$ cat src/shared/wsf_pkg.sv
// Purpose: Constants and types for the weighing indicator serial framer.
// Assumes: Byte-wide UART transmitters and receivers sit outside this block.
// Notes:   Six-character fields send element 5 first; frames send bytes[0] first.
//
// How it works
// - Second port streams the tare frame only when its output setting is 06.
// - With tare output selected, frames repeat with one idle cycle between them, without any request.
// - Status byte bits 0-5 carry the six active-high weight flags.
// - Status bit 6 is always one; bit 7 is zero or even parity.
// - Byte two is the sign, bytes three to eight the weight.
// - Byte nine is N, bytes ten to fifteen carry the tare field.
// - Byte sixteen is T for manual tare, P for preset tare.
// - Bytes seventeen to twenty-two carry gross weight, byte twenty-three is G.
// - Tare frame ends with carriage return 0d as byte twenty-four.
// - Without weight on display, send status, text, tare, T/P, gross, G, CR.
// - The four-character text is blanks, an error or the menu name.
// - In demand mode the first port answers the demand character with weight.
// - In alibi transmit mode a print key press while port one is idle sends alibi number and gross.
// - Single-character commands are taken only when first-port setting is 09.
// - Question mark 3f gets a nine-byte status, sign, weight, CR reply.
// - Digit zero 30 acts as the zero key and sends nothing back.
// - A demand character stores weight in alibi memory, then sends number and weight.
// - Demand character is a setting from 65 to 90, letters A to Z.
// - Uppercase demand makes a new alibi number, lowercase resends the last.
// - Continuous output uses no handshake or acknowledge from the receiver.
package wsf_pkg;
   localparam logic [7:0] P2_SEL_TARE = 8'h06;
   localparam logic [7:0] P1_SEL_DEMAND = 8'h09;
   localparam logic [7:0] P1_SEL_ALIBI = 8'h13;
   localparam logic [7:0] CH_CR = 8'h0d;
   localparam logic [7:0] CH_PLUS = 8'h2b;
   localparam logic [7:0] CH_MINUS = 8'h2d;
   localparam logic [7:0] CH_N = 8'h4e;
   localparam logic [7:0] CH_T = 8'h54;
   localparam logic [7:0] CH_P = 8'h50;
   localparam logic [7:0] CH_G = 8'h47;
   localparam logic [7:0] CH_S = 8'h53;
   localparam logic [7:0] CH_K = 8'h6b;
   localparam logic [7:0] CH_LG = 8'h67;
   localparam logic [7:0] CH_SPACE = 8'h20;
   localparam logic [7:0] CH_QUERY = 8'h3f;
   localparam logic [7:0] CH_ZERO = 8'h30;
   localparam logic [7:0] CASE_OFS = 8'h20;
   localparam logic [7:0] DEMAND_LO = 8'h41;
   localparam logic [7:0] DEMAND_HI = 8'h5a;
   localparam int FRAME_MAX = 24;
   localparam logic [4:0] LEN_TARE = 5'h18;
   localparam logic [4:0] LEN_MSG = 5'h14;
   localparam logic [4:0] LEN_QUERY = 5'h09;
   localparam logic [4:0] LEN_DEMAND = 5'h0f;
   localparam logic [4:0] LEN_RECORD = 5'h13;
   localparam int FLAG_NO_WEIGHT = 0;
   localparam int ST_BIT_ONE = 6;
   localparam int ST_BIT_PAR = 7;
   localparam int POS_WEIGHT = 2;
   localparam int POS_NET = 8;
   localparam int POS_TARE = 9;
   localparam int POS_TARE_KIND = 15;
   localparam int POS_GROSS = 16;
   localparam int POS_GROSS_MARK = 22;
   localparam int POS_END = 23;

   typedef logic [5:0][7:0] wsf_field_t;

   typedef struct packed {
      logic [5:0] flags;
      logic negative;
      wsf_field_t weight;
      wsf_field_t tare;
      logic tare_preset;
      wsf_field_t gross;
      logic [3:0][7:0] menu_txt;
   } wsf_scale_t;

   typedef struct packed {
      logic [7:0] p1_sel;
      logic [7:0] p2_sel;
      logic [7:0] demand_char;
      logic parity_en;
   } wsf_cfg_t;

   typedef struct packed {
      logic [4:0] len;
      logic [FRAME_MAX-1:0][7:0] bytes;
   } wsf_frame_t;

   typedef struct packed {
      logic valid;
      logic [7:0] data;
   } wsf_byte_t;

   typedef enum logic [1:0] {
      P1_IDLE = 2'b00,
      P1_STORE = 2'b01,
      P1_GAP = 2'b10
   } wsf_p1_state_t;

   typedef enum logic [1:0] {
      FK_QUERY = 2'b00,
      FK_DEMAND = 2'b01,
      FK_RECORD = 2'b10
   } wsf_kind_t;
endpackage

$ cat src/design/wsf_frame_tx.sv
// Purpose: Sends one latched frame byte by byte to a UART transmitter.
// Assumes: tx_ready comes from a transmitter on the same clock.
// Notes:   The frame is copied at start, so the source may change freely after.
`timescale 1ns/1ps
module wsf_frame_tx
   import wsf_pkg::*;
(
   input wire logic clk,
   input wire logic rst,
   input wire logic start,
   input wire wsf_frame_t frame,
   input wire logic tx_ready,
   output wsf_byte_t tx,
   output logic busy
);
   wsf_frame_t buf_ff;
   wsf_frame_t nxt_buf;
   logic [4:0] idx_ff;
   logic [4:0] nxt_idx;
   logic busy_ff;
   logic nxt_busy;
   wsf_byte_t tx_ff;
   wsf_byte_t nxt_tx;

   // ----------------------------------------------------------------
   // Byte sequencing
   // ----------------------------------------------------------------
   always_comb begin
      nxt_buf = buf_ff;
      nxt_idx = idx_ff;
      nxt_busy = busy_ff;
      nxt_tx = tx_ff;
      if (!busy_ff) begin
         if (start) begin
            nxt_buf = frame;
            nxt_idx = 5'h00;
            nxt_busy = 1'b1;
            nxt_tx.valid = 1'b1;
            nxt_tx.data = frame.bytes[0];
         end
      end else if (tx_ff.valid && tx_ready) begin
         if (5'(idx_ff + 5'h01) == buf_ff.len) begin
            nxt_busy = 1'b0;
            nxt_tx.valid = 1'b0;
         end else begin
            // Next byte follows with no gap or filler.
            nxt_idx = 5'(idx_ff + 5'h01);
            nxt_tx.data = buf_ff.bytes[nxt_idx];
         end
      end
   end

   always_ff @(posedge clk) begin
      if (rst) begin
         buf_ff <= '0;
         idx_ff <= 5'h00;
         busy_ff <= 1'b0;
         tx_ff <= '0;
      end else begin
         buf_ff <= nxt_buf;
         idx_ff <= nxt_idx;
         busy_ff <= nxt_busy;
         tx_ff <= nxt_tx;
      end
   end

   assign tx = tx_ff;
   assign busy = busy_ff;
endmodule

$ cat src/design/wsf_framer.sv
// Purpose: Frame building for both serial ports and command handling for port one.
// Assumes: Received characters arrive as one-cycle strobes on this clock.
// Notes:   Commands arriving while port one is sending are dropped, except zero.
`timescale 1ns/1ps
module wsf_framer
   import wsf_pkg::*;
(
   input wire logic clk,
   input wire logic rst,
   input wire wsf_cfg_t cfg,
   input wire wsf_scale_t scale,
   input wire logic [3:0][7:0] alibi_num,
   input wire logic print_key,
   input wire wsf_byte_t p1_rx,
   input wire logic p1_tx_ready,
   output wsf_byte_t p1_tx,
   input wire logic second_serial_port_ready,
   output wsf_byte_t second_serial_port_tx,
   output logic zero_req,
   output logic alibi_store,
   output logic alibi_new
);
   wsf_p1_state_t st_ff;
   wsf_p1_state_t nxt_st;
   wsf_kind_t kind_ff;
   wsf_kind_t nxt_kind;
   wsf_kind_t pick;
   logic zero_ff;
   logic nxt_zero;
   logic store_ff;
   logic nxt_store;
   logic new_ff;
   logic nxt_new;
   logic key_s1_ff;
   logic key_s2_ff;
   logic key_s3_ff;
   logic key_lvl_ff;
   logic nxt_key_lvl;
   logic key_press;
   logic p1_start;
   logic p1_busy;
   logic p2_start;
   logic p2_busy;
   logic cmd_ok;
   logic is_upper;
   logic is_lower;
   logic demand_ok;
   logic [7:0] st_byte;
   wsf_frame_t p2_frame;
   wsf_frame_t p1_frame;
   wsf_frame_t q_frame;
   wsf_frame_t d_frame;
   wsf_frame_t r_frame;

   // ----------------------------------------------------------------
   // Helpers
   // ----------------------------------------------------------------
   function automatic logic [7:0] status_of(input logic [5:0] flags, input logic par_en);
      logic [7:0] s;
      s = {2'b01, flags};
      s[ST_BIT_ONE] = 1'b1;
      s[ST_BIT_PAR] = par_en ? ^s[6:0] : 1'b0;
      return s;
   endfunction

   function automatic wsf_frame_t put6(input wsf_frame_t f, input int pos, input wsf_field_t v);
      wsf_frame_t r;
      r = f;
      for (int i = 0; i < 6; i++) begin
         r.bytes[pos + i] = v[5 - i];
      end
      return r;
   endfunction

   // ----------------------------------------------------------------
   // Frame contents
   // ----------------------------------------------------------------
   always_comb begin
      st_byte = status_of(scale.flags, cfg.parity_en);
      p2_frame = '0;
      p2_frame.bytes[0] = st_byte;
      if (!scale.flags[FLAG_NO_WEIGHT]) begin
         p2_frame.len = LEN_TARE;
         p2_frame.bytes[1] = scale.negative ? CH_MINUS : CH_PLUS;
         p2_frame = put6(p2_frame, POS_WEIGHT, scale.weight);
         p2_frame.bytes[POS_NET] = CH_N;
         p2_frame = put6(p2_frame, POS_TARE, scale.tare);
         p2_frame.bytes[POS_TARE_KIND] = scale.tare_preset ? CH_P : CH_T;
         p2_frame = put6(p2_frame, POS_GROSS, scale.gross);
         p2_frame.bytes[POS_GROSS_MARK] = CH_G;
         p2_frame.bytes[POS_END] = CH_CR;
      end else begin
         // The text field replaces sign, weight and N, so the frame is shorter.
         p2_frame.len = LEN_MSG;
         for (int i = 0; i < 4; i++) begin
            p2_frame.bytes[1 + i] = scale.menu_txt[3 - i];
         end
         p2_frame = put6(p2_frame, 5, scale.tare);
         p2_frame.bytes[11] = scale.tare_preset ? CH_P : CH_T;
         p2_frame = put6(p2_frame, 12, scale.gross);
         p2_frame.bytes[18] = CH_G;
         p2_frame.bytes[19] = CH_CR;
      end
   end

   always_comb begin
      q_frame = '0;
      q_frame.len = LEN_QUERY;
      q_frame.bytes[0] = st_byte;
      q_frame.bytes[1] = scale.negative ? CH_MINUS : CH_PLUS;
      q_frame = put6(q_frame, POS_WEIGHT, scale.weight);
      q_frame.bytes[POS_NET] = CH_CR;
      d_frame = '0;
      d_frame.len = LEN_DEMAND;
      for (int i = 0; i < 4; i++) begin
         d_frame.bytes[i] = alibi_num[3 - i];
      end
      d_frame.bytes[4] = CH_SPACE;
      d_frame = put6(d_frame, 5, scale.weight);
      d_frame.bytes[11] = CH_SPACE;
      d_frame.bytes[12] = CH_K;
      d_frame.bytes[13] = CH_LG;
      d_frame.bytes[14] = CH_CR;
      r_frame = '0;
      r_frame.len = LEN_RECORD;
      r_frame.bytes[0] = CH_S;
      r_frame.bytes[1] = CH_N;
      r_frame.bytes[2] = CH_SPACE;
      for (int i = 0; i < 4; i++) begin
         r_frame.bytes[3 + i] = alibi_num[3 - i];
      end
      r_frame.bytes[7] = CH_SPACE;
      r_frame = put6(r_frame, 8, scale.gross);
      r_frame.bytes[14] = CH_SPACE;
      r_frame.bytes[15] = CH_K;
      r_frame.bytes[16] = CH_LG;
      r_frame.bytes[17] = CH_G;
      r_frame.bytes[18] = CH_CR;
      if (pick == FK_DEMAND) begin
         p1_frame = d_frame;
      end else if (pick == FK_RECORD) begin
         p1_frame = r_frame;
      end else begin
         p1_frame = q_frame;
      end
   end

   // ----------------------------------------------------------------
   // Print key synchroniser
   // ----------------------------------------------------------------
   // The level only moves when the second and third stages agree.
   always_comb begin
      nxt_key_lvl = (key_s2_ff == key_s3_ff) ? key_s3_ff : key_lvl_ff;
      key_press = nxt_key_lvl && !key_lvl_ff;
   end

   always_ff @(posedge clk) begin
      if (rst) begin
         key_s1_ff <= 1'b0;
         key_s2_ff <= 1'b0;
         key_s3_ff <= 1'b0;
         key_lvl_ff <= 1'b0;
      end else begin
         key_s1_ff <= print_key;
         key_s2_ff <= key_s1_ff;
         key_s3_ff <= key_s2_ff;
         key_lvl_ff <= nxt_key_lvl;
      end
   end

   // ----------------------------------------------------------------
   // First port command handling
   // ----------------------------------------------------------------
   always_comb begin
      cmd_ok = p1_rx.valid && (cfg.p1_sel == P1_SEL_DEMAND);
      demand_ok = (cfg.demand_char >= DEMAND_LO) && (cfg.demand_char <= DEMAND_HI);
      is_upper = demand_ok && (p1_rx.data == cfg.demand_char);
      is_lower = demand_ok && (p1_rx.data == 8'(cfg.demand_char + CASE_OFS));
      nxt_st = st_ff;
      nxt_kind = kind_ff;
      nxt_zero = 1'b0;
      nxt_store = 1'b0;
      nxt_new = 1'b0;
      p1_start = 1'b0;
      pick = kind_ff;
      case (st_ff)
         P1_IDLE: begin
            if (cmd_ok && p1_rx.data == CH_ZERO) begin
               nxt_zero = 1'b1;
            end else if (!p1_busy) begin
               if (cmd_ok && p1_rx.data == CH_QUERY) begin
                  pick = FK_QUERY;
                  p1_start = 1'b1;
               end else if (cmd_ok && is_upper) begin
                  // Store first; the new number needs a cycle to settle.
                  nxt_store = 1'b1;
                  nxt_new = 1'b1;
                  nxt_kind = FK_DEMAND;
                  nxt_st = P1_STORE;
               end else if (cmd_ok && is_lower) begin
                  pick = FK_DEMAND;
                  p1_start = 1'b1;
               end else if (key_press && cfg.p1_sel == P1_SEL_ALIBI) begin
                  nxt_store = 1'b1;
                  nxt_new = 1'b1;
                  nxt_kind = FK_RECORD;
                  nxt_st = P1_STORE;
               end
            end
         end
         P1_STORE: begin
            nxt_st = P1_GAP;
         end
         P1_GAP: begin
            p1_start = 1'b1;
            nxt_st = P1_IDLE;
         end
         default: begin
            nxt_st = P1_IDLE;
         end
      endcase
   end

   always_ff @(posedge clk) begin
      if (rst) begin
         st_ff <= P1_IDLE;
         kind_ff <= FK_QUERY;
         zero_ff <= 1'b0;
         store_ff <= 1'b0;
         new_ff <= 1'b0;
      end else begin
         st_ff <= nxt_st;
         kind_ff <= nxt_kind;
         zero_ff <= nxt_zero;
         store_ff <= nxt_store;
         new_ff <= nxt_new;
      end
   end

   // Continuous output never waits for a reply, only for the transmitter.
   assign p2_start = (cfg.p2_sel == P2_SEL_TARE) && !p2_busy;

   // ----------------------------------------------------------------
   // Byte senders
   // ----------------------------------------------------------------
   wsf_frame_tx u_p1_tx (
      .clk(clk),
      .rst(rst),
      .start(p1_start),
      .frame(p1_frame),
      .tx_ready(p1_tx_ready),
      .tx(p1_tx),
      .busy(p1_busy)
   );

   wsf_frame_tx u_p2_tx (
      .clk(clk),
      .rst(rst),
      .start(p2_start),
      .frame(p2_frame),
      .tx_ready(second_serial_port_ready),
      .tx(second_serial_port_tx),
      .busy(p2_busy)
   );

   assign zero_req = zero_ff;
   assign alibi_store = store_ff;
   assign alibi_new = new_ff;
endmodule

$ cat config.mk
export PLATFORM = sky130hd
export DESIGN_NAME = wsf_framer
export DESIGN_NICKNAME = d
export VERILOG_FILES = /design/src/shared/wsf_pkg.sv /design/src/design/wsf_frame_tx.sv /design/src/design/wsf_framer.sv
export SDC_FILE = /design/constraint.sdc
export NUM_CORES = 1
export LEC_CHECK = 0
export ABC_CLOCK_PERIOD_IN_PS = 3500
export BUFFER_PORTS_ARGS = -buffer_cell sky130_fd_sc_hd__buf_4
export CAP_MARGIN = 10
export CORE_UTILIZATION = 45
export DETAILED_ROUTE_END_ITERATION = 10
export GPL_TIMING_DRIVEN = 0
export PLACE_DENSITY = 0.67
export SYNTH_ARGS = -nofsm -noshare
export SYNTH_HDL_FRONTEND = slang
export SYNTH_HIERARCHICAL = 1
export SYNTH_SLANG_ARGS = --single-unit
$ cat constraint.sdc
create_clock -name clk -period 3.5 [get_ports clk]
set_input_delay 0.7 -clock clk [delete_from_list [all_inputs] [get_ports clk]]
set_output_delay 0.7 -clock clk [all_outputs]
set_load 0.01 [all_outputs]
# == Yosys cells after proc, flatten, opt, wreduce, memory -nomap -nowiden ==
# Index checks and enable logic that the tools add are counted.
# totals
regBits,434
in_bits,255
out_inout_bits,21
elab_cells,197
# op_classes
n_addsub,3
magnitude_cmp,4
n_eq_ne,26
mux,63
bitwise,5
reduce_logical,30
# op_table
op,count
$mux 197,2
$mux 196,1
$bmux 8 s5,2
$mux 9,6
$mux 5,8
$mux 8,4
$mux 2,15
$mux 1,21
$ne 2x2->1 const B,10
$eq 8x6->1 const B,2
$eq 8x8->1,2
$logic_and 1x1->1,13
$lt 5x6->1 const B,2
$reduce_and 3->1,4
$add 5x1->5 const B,2
$eq 5x5->1,2
$add 8x6->8 const B,1
$eq 8x3->1 const B,1
$eq 8x4->1 const B,1
$eq 8x5->1 const B,1
$ge 8x7->1 const B,1
$le 8x7->1 const B,1
$reduce_xor 7->1,1
$mux 3,2
other kinds (15),26

# == Logic depth before layout (Yosys ltp) ==
# depth
word_depth,15
mapped_depth,13
mapped_depth_nobuf,11

# == Modules after synthesis ==
# Netlist, hierarchy kept.
# modules_own_cells
mod,n_inst,cells_each,area_per_inst_um2,seq_area_each_um2
wsf_frame_tx,2,1129,9222.6,4244.1
wsf_framer,1,513,3838.7,200.2

# == Worst setup path before layout ==
# Ideal clock, no wire load.
# synth_path
kind,input port to flip-flop
start,input port cfg[19] in the netlist's numbering
end,register u_p1_tx.tx_ff (netlist bit u_p1_tx/tx[3])
setup_time_ps,77
arrival_time_ps,3226
t_required_ps,3423
setup_slack_ps,197
path_stages,13
path_buffers,3
cell_sequence,nor4_4 -> nand4_1 -> nor4_1 -> a21oi_1 -> o21ai_0 -> ha_1 -> clkbuf_1 -> clkbuf_1 -> clkbuf_1 -> nand2_1 -> o21ai_0 -> o32ai_1 -> o22ai_1
# synth_rtl
item,line_no,rtl
from (decl),wsf_framer.sv:10,"input wire wsf_cfg_t cfg,"
to (signal assigned),wsf_frame_tx.sv:63,tx_ff <= nxt_tx;
to (decl),wsf_frame_tx.sv:22,wsf_byte_t tx_ff;

==> metrics.txt <==
total gr overflow 0; CP max stage delay 550 ps; Cell Int Power 8600 uW; min-delay src print_key; CP startpoint cfg[5]; clock slew at reported path FFs 50 ps; Final Setup Violations 0; CP max-delay cell or4_1; largest net degree at the start of global routing 28; maximum vdd drop between 300 and 400 uV; CTS sink cnt 434; asr flop ratio synth 0; nets 3429; CP required ~4000 ps; class of the worst hold path primary input to flop; Area contributors post-synth dfxtp_1, nand2_1, a21oi_1; number of flops mapped to enable cells by yosys 0; CTS tree yes; post-layout min period 3420 ps; cell with the most instances after synthesis nand2_1; synthesized cell area approximately 0.022 sq mm; Reg-to-Reg End u_p2_tx/buf_ff[100]; Fin Clk Skew 27.3 ps; Seq pwr share 0.437; reg2reg path depth 9; ratio of final minimum period to clock period 0.977; H-tree lvl count 2; Seq/Total Area, Yosys 0.390; CTS Hold Bufs 0; vias in the first global route 21100; DIE AREA roughly 0.050 sq mm; vias about 23000; max cap viols 0; Psw 2720 uW; Slew @ Worst Pin ~1000 ps; postcts setup bufs 0; Yosys reg bits 434; die height between 200 and 250 um; top_reg_cell synth dfxtp_1; Synth area leader dfxtp_1; Rel. slew slack 0.302; clock buffer count from CTS 50; Slew Viols, Final 0; Routed WL between 90000 and 100000 um; CP Cell Sequence buf_4 > or4_1 > o211ai_1 > nor4_4 > a21oi_1 > o21ai_0 > ha_2 > buf_4 > clkbuf_4 > clkbuf_2 > nand2_1 > o21ai_0 > o32ai_1 > o22ai_1; Routability Congestion ~1.1; Comb power frac 0.081; routed vias/inst 5.87; hold slack 317 ps; io pins 276; Setup crit start kind primary input; share of post-route cells with drive strength above 1 0.204; FP Rows 81; FMAX between 0.2 and 0.3 GHz; hold depth 2; Final WS setup 82.0 ps; Avg Cell Area, Syn between 8 and 9 sq um; routed len/inst 24.3 um; sw frac 0.240; crit-path max FO 10; antenna violations before repair 10; first-pass GRT wire length 135000 um; Clock Power Share 0.482; initial drt markers 2584; R2R Setup Slk 130 ps; leakage 0.00957 uW; Crit Path Category primary input to flop; number of iterations in the first detailed-routing pass 9; Post-Place Worst Slack -1420 ps; Yosys top cell area share 0.390; Crit. End Element flop; Hold Crit Endpoint key_s1_ff; Synth top cells by count nand2_1, dfxtp_1, a21oi_1; Core ar. 0.0488 sq mm; failing checks DRC; Synth-to-Final Area Change 22.2%; Post-DRT Antenna Nets 0; Max clock buf depth 3; gr usage total 0.363; origin of the critical flop-to-flop path u_p2_tx/busy; Design Power 11300 uW; Root Driver clkbuf_16; # fillers roughly 4700; Post-DP Area 0.0254 sq mm; RSZ-0062 raised after global routing false; Synth cell types 62; Power Density 416 mW/mm^2; synthesized instance count 2771; Syn. warnings 6; Post-route DRC 2; status finished, violations left; final hold vios 0; fin area 0.0272 sq mm; Critical Path AT 3890 ps; initial core utilization 0.456; Port Buf Inserts between 200 and 300; hpwl dp 73100 um; die width approximately 220 um; clock latency on the worst-skew pair 620 ps
## state kept, by name (all words and copies together) (netlist names)
| signal | cells |
|---|---|
| u_p2_tx/busy | 1 |
| kind_ff | 2 |
| u_p1_tx/tx | 9 |
| st_ff | 2 |
| key_s1_ff | 1 |
| u_p1_tx/busy | 1 |
| u_p1_tx/buf_ff | 197 |
| key_s3_ff | 1 |
| alibi_new | 1 |
| u_p2_tx/buf_ff | 197 |
| zero_req | 1 |
| key_s2_ff | 1 |
| u_p1_tx/idx_ff | 5 |
| u_p2_tx/tx | 9 |
| u_p2_tx/idx_ff | 5 |
| key_lvl_ff | 1 |
## per-layer routing
| layer | vias to the layer above | GRT usage | wire length [um] |
|---|---|---|---|
| li1 | 10300 | - | - |
| met1 | 10800 | 0.486 | 39000 |
| met2 | 1356 | 0.558 | 40900 |
| met3 | 251 | 0.0803 | 9880 |
| met4 | 8 | 0.165 | 4430 |
| met5 | - | 0 | 53 |
## final cells by class
cell class / instances / area (sq um) / share of cell area
sequential: 434 / 8690 / 0.319
inverter: 28 / 105 / 0.00386
tap: 664 / 831 / 0.0305
multi-input combinational: 2151 / 12800 / 0.471
buffer: 229 / 1030 / 0.0378
antenna: 1 / 2.50 / 0.0000919
clock buffer: 75 / 1450 / 0.0531
clock inverter: 15 / 251 / 0.00923
timing repair buffer: 274 / 2060 / 0.0755
## through the flow
stage          cells   util  setup TNS [ps]
2_1_floorplan   2843      -               0
3_3_place_gp    3781  0.521         -155410
3_5_place_dp    3781  0.521         -175800
4_1_cts         3870  0.556               0
5_1_grt         3870  0.558               0
6_report        3871  0.558               0
## power by group through the flow
stage                     Clock (uW)  Sequential [uW]  Combinational [uW]
after global routing            5720             4950                 933
after global placement             0             5060                 871
final                           5460             4950                 913
after detailed placement           0             5060                 873
after floorplan                    0             5060                 326
after CTS                       5500             4950                 877
## worst max-delay path by stage
stage | endpoint
after global routing | u_p2_tx/buf_ff[100]
final | u_p1_tx/tx[1]
after detailed placement | u_p1_tx/tx[4]
after CTS | u_p1_tx/tx[4]
after floorplan | u_p1_tx/tx[3]
after global placement | u_p1_tx/tx[0]
## placed cells by master, fill, tap and decap left out, drive strengths merged, types with 35 or more instances in the layout
cell type  instances
buf              334
a211oi            35
o22ai             46
conb              74
a21oi            417
mux4              36
mux2i             83
nor2b             72
a22o              37
o21ai             69
clkbuf           244
mux2             162
nand2            857
dfxtp            434
## worst max-delay path: cells and delay by family
| family | cells | cell delay (ps) |
|---|---|---|
| AO/OA/AOI/OAI | 6 | 1360 |
| adder cells (fa/ha/maj) | 1 | 250 |
| buffers and inverters | 4 | 800 |
| AND/OR/NAND/NOR | 3 | 750 |
## cell families after synthesis
kind of cell               share of synthesized area
and+or+nand+nor                                0.207
AOI/OAI and AO/OA                              0.182
DFF                                            0.390
muxes                                          0.156
buffers and inverters                         0.0497
xor gates and xnor gates                      0.0121
adders and majority gates                    0.00337
other                                       0.000337
## repair_timing
action | in CTS | in global routing
resized for setup | 19 | 21
pin swaps | 0 | 0
gates cloned | 0 | 0
endpoints found under the setup margin | 140 | 143
Note: power is estimated with default switching activity, not from simulation.
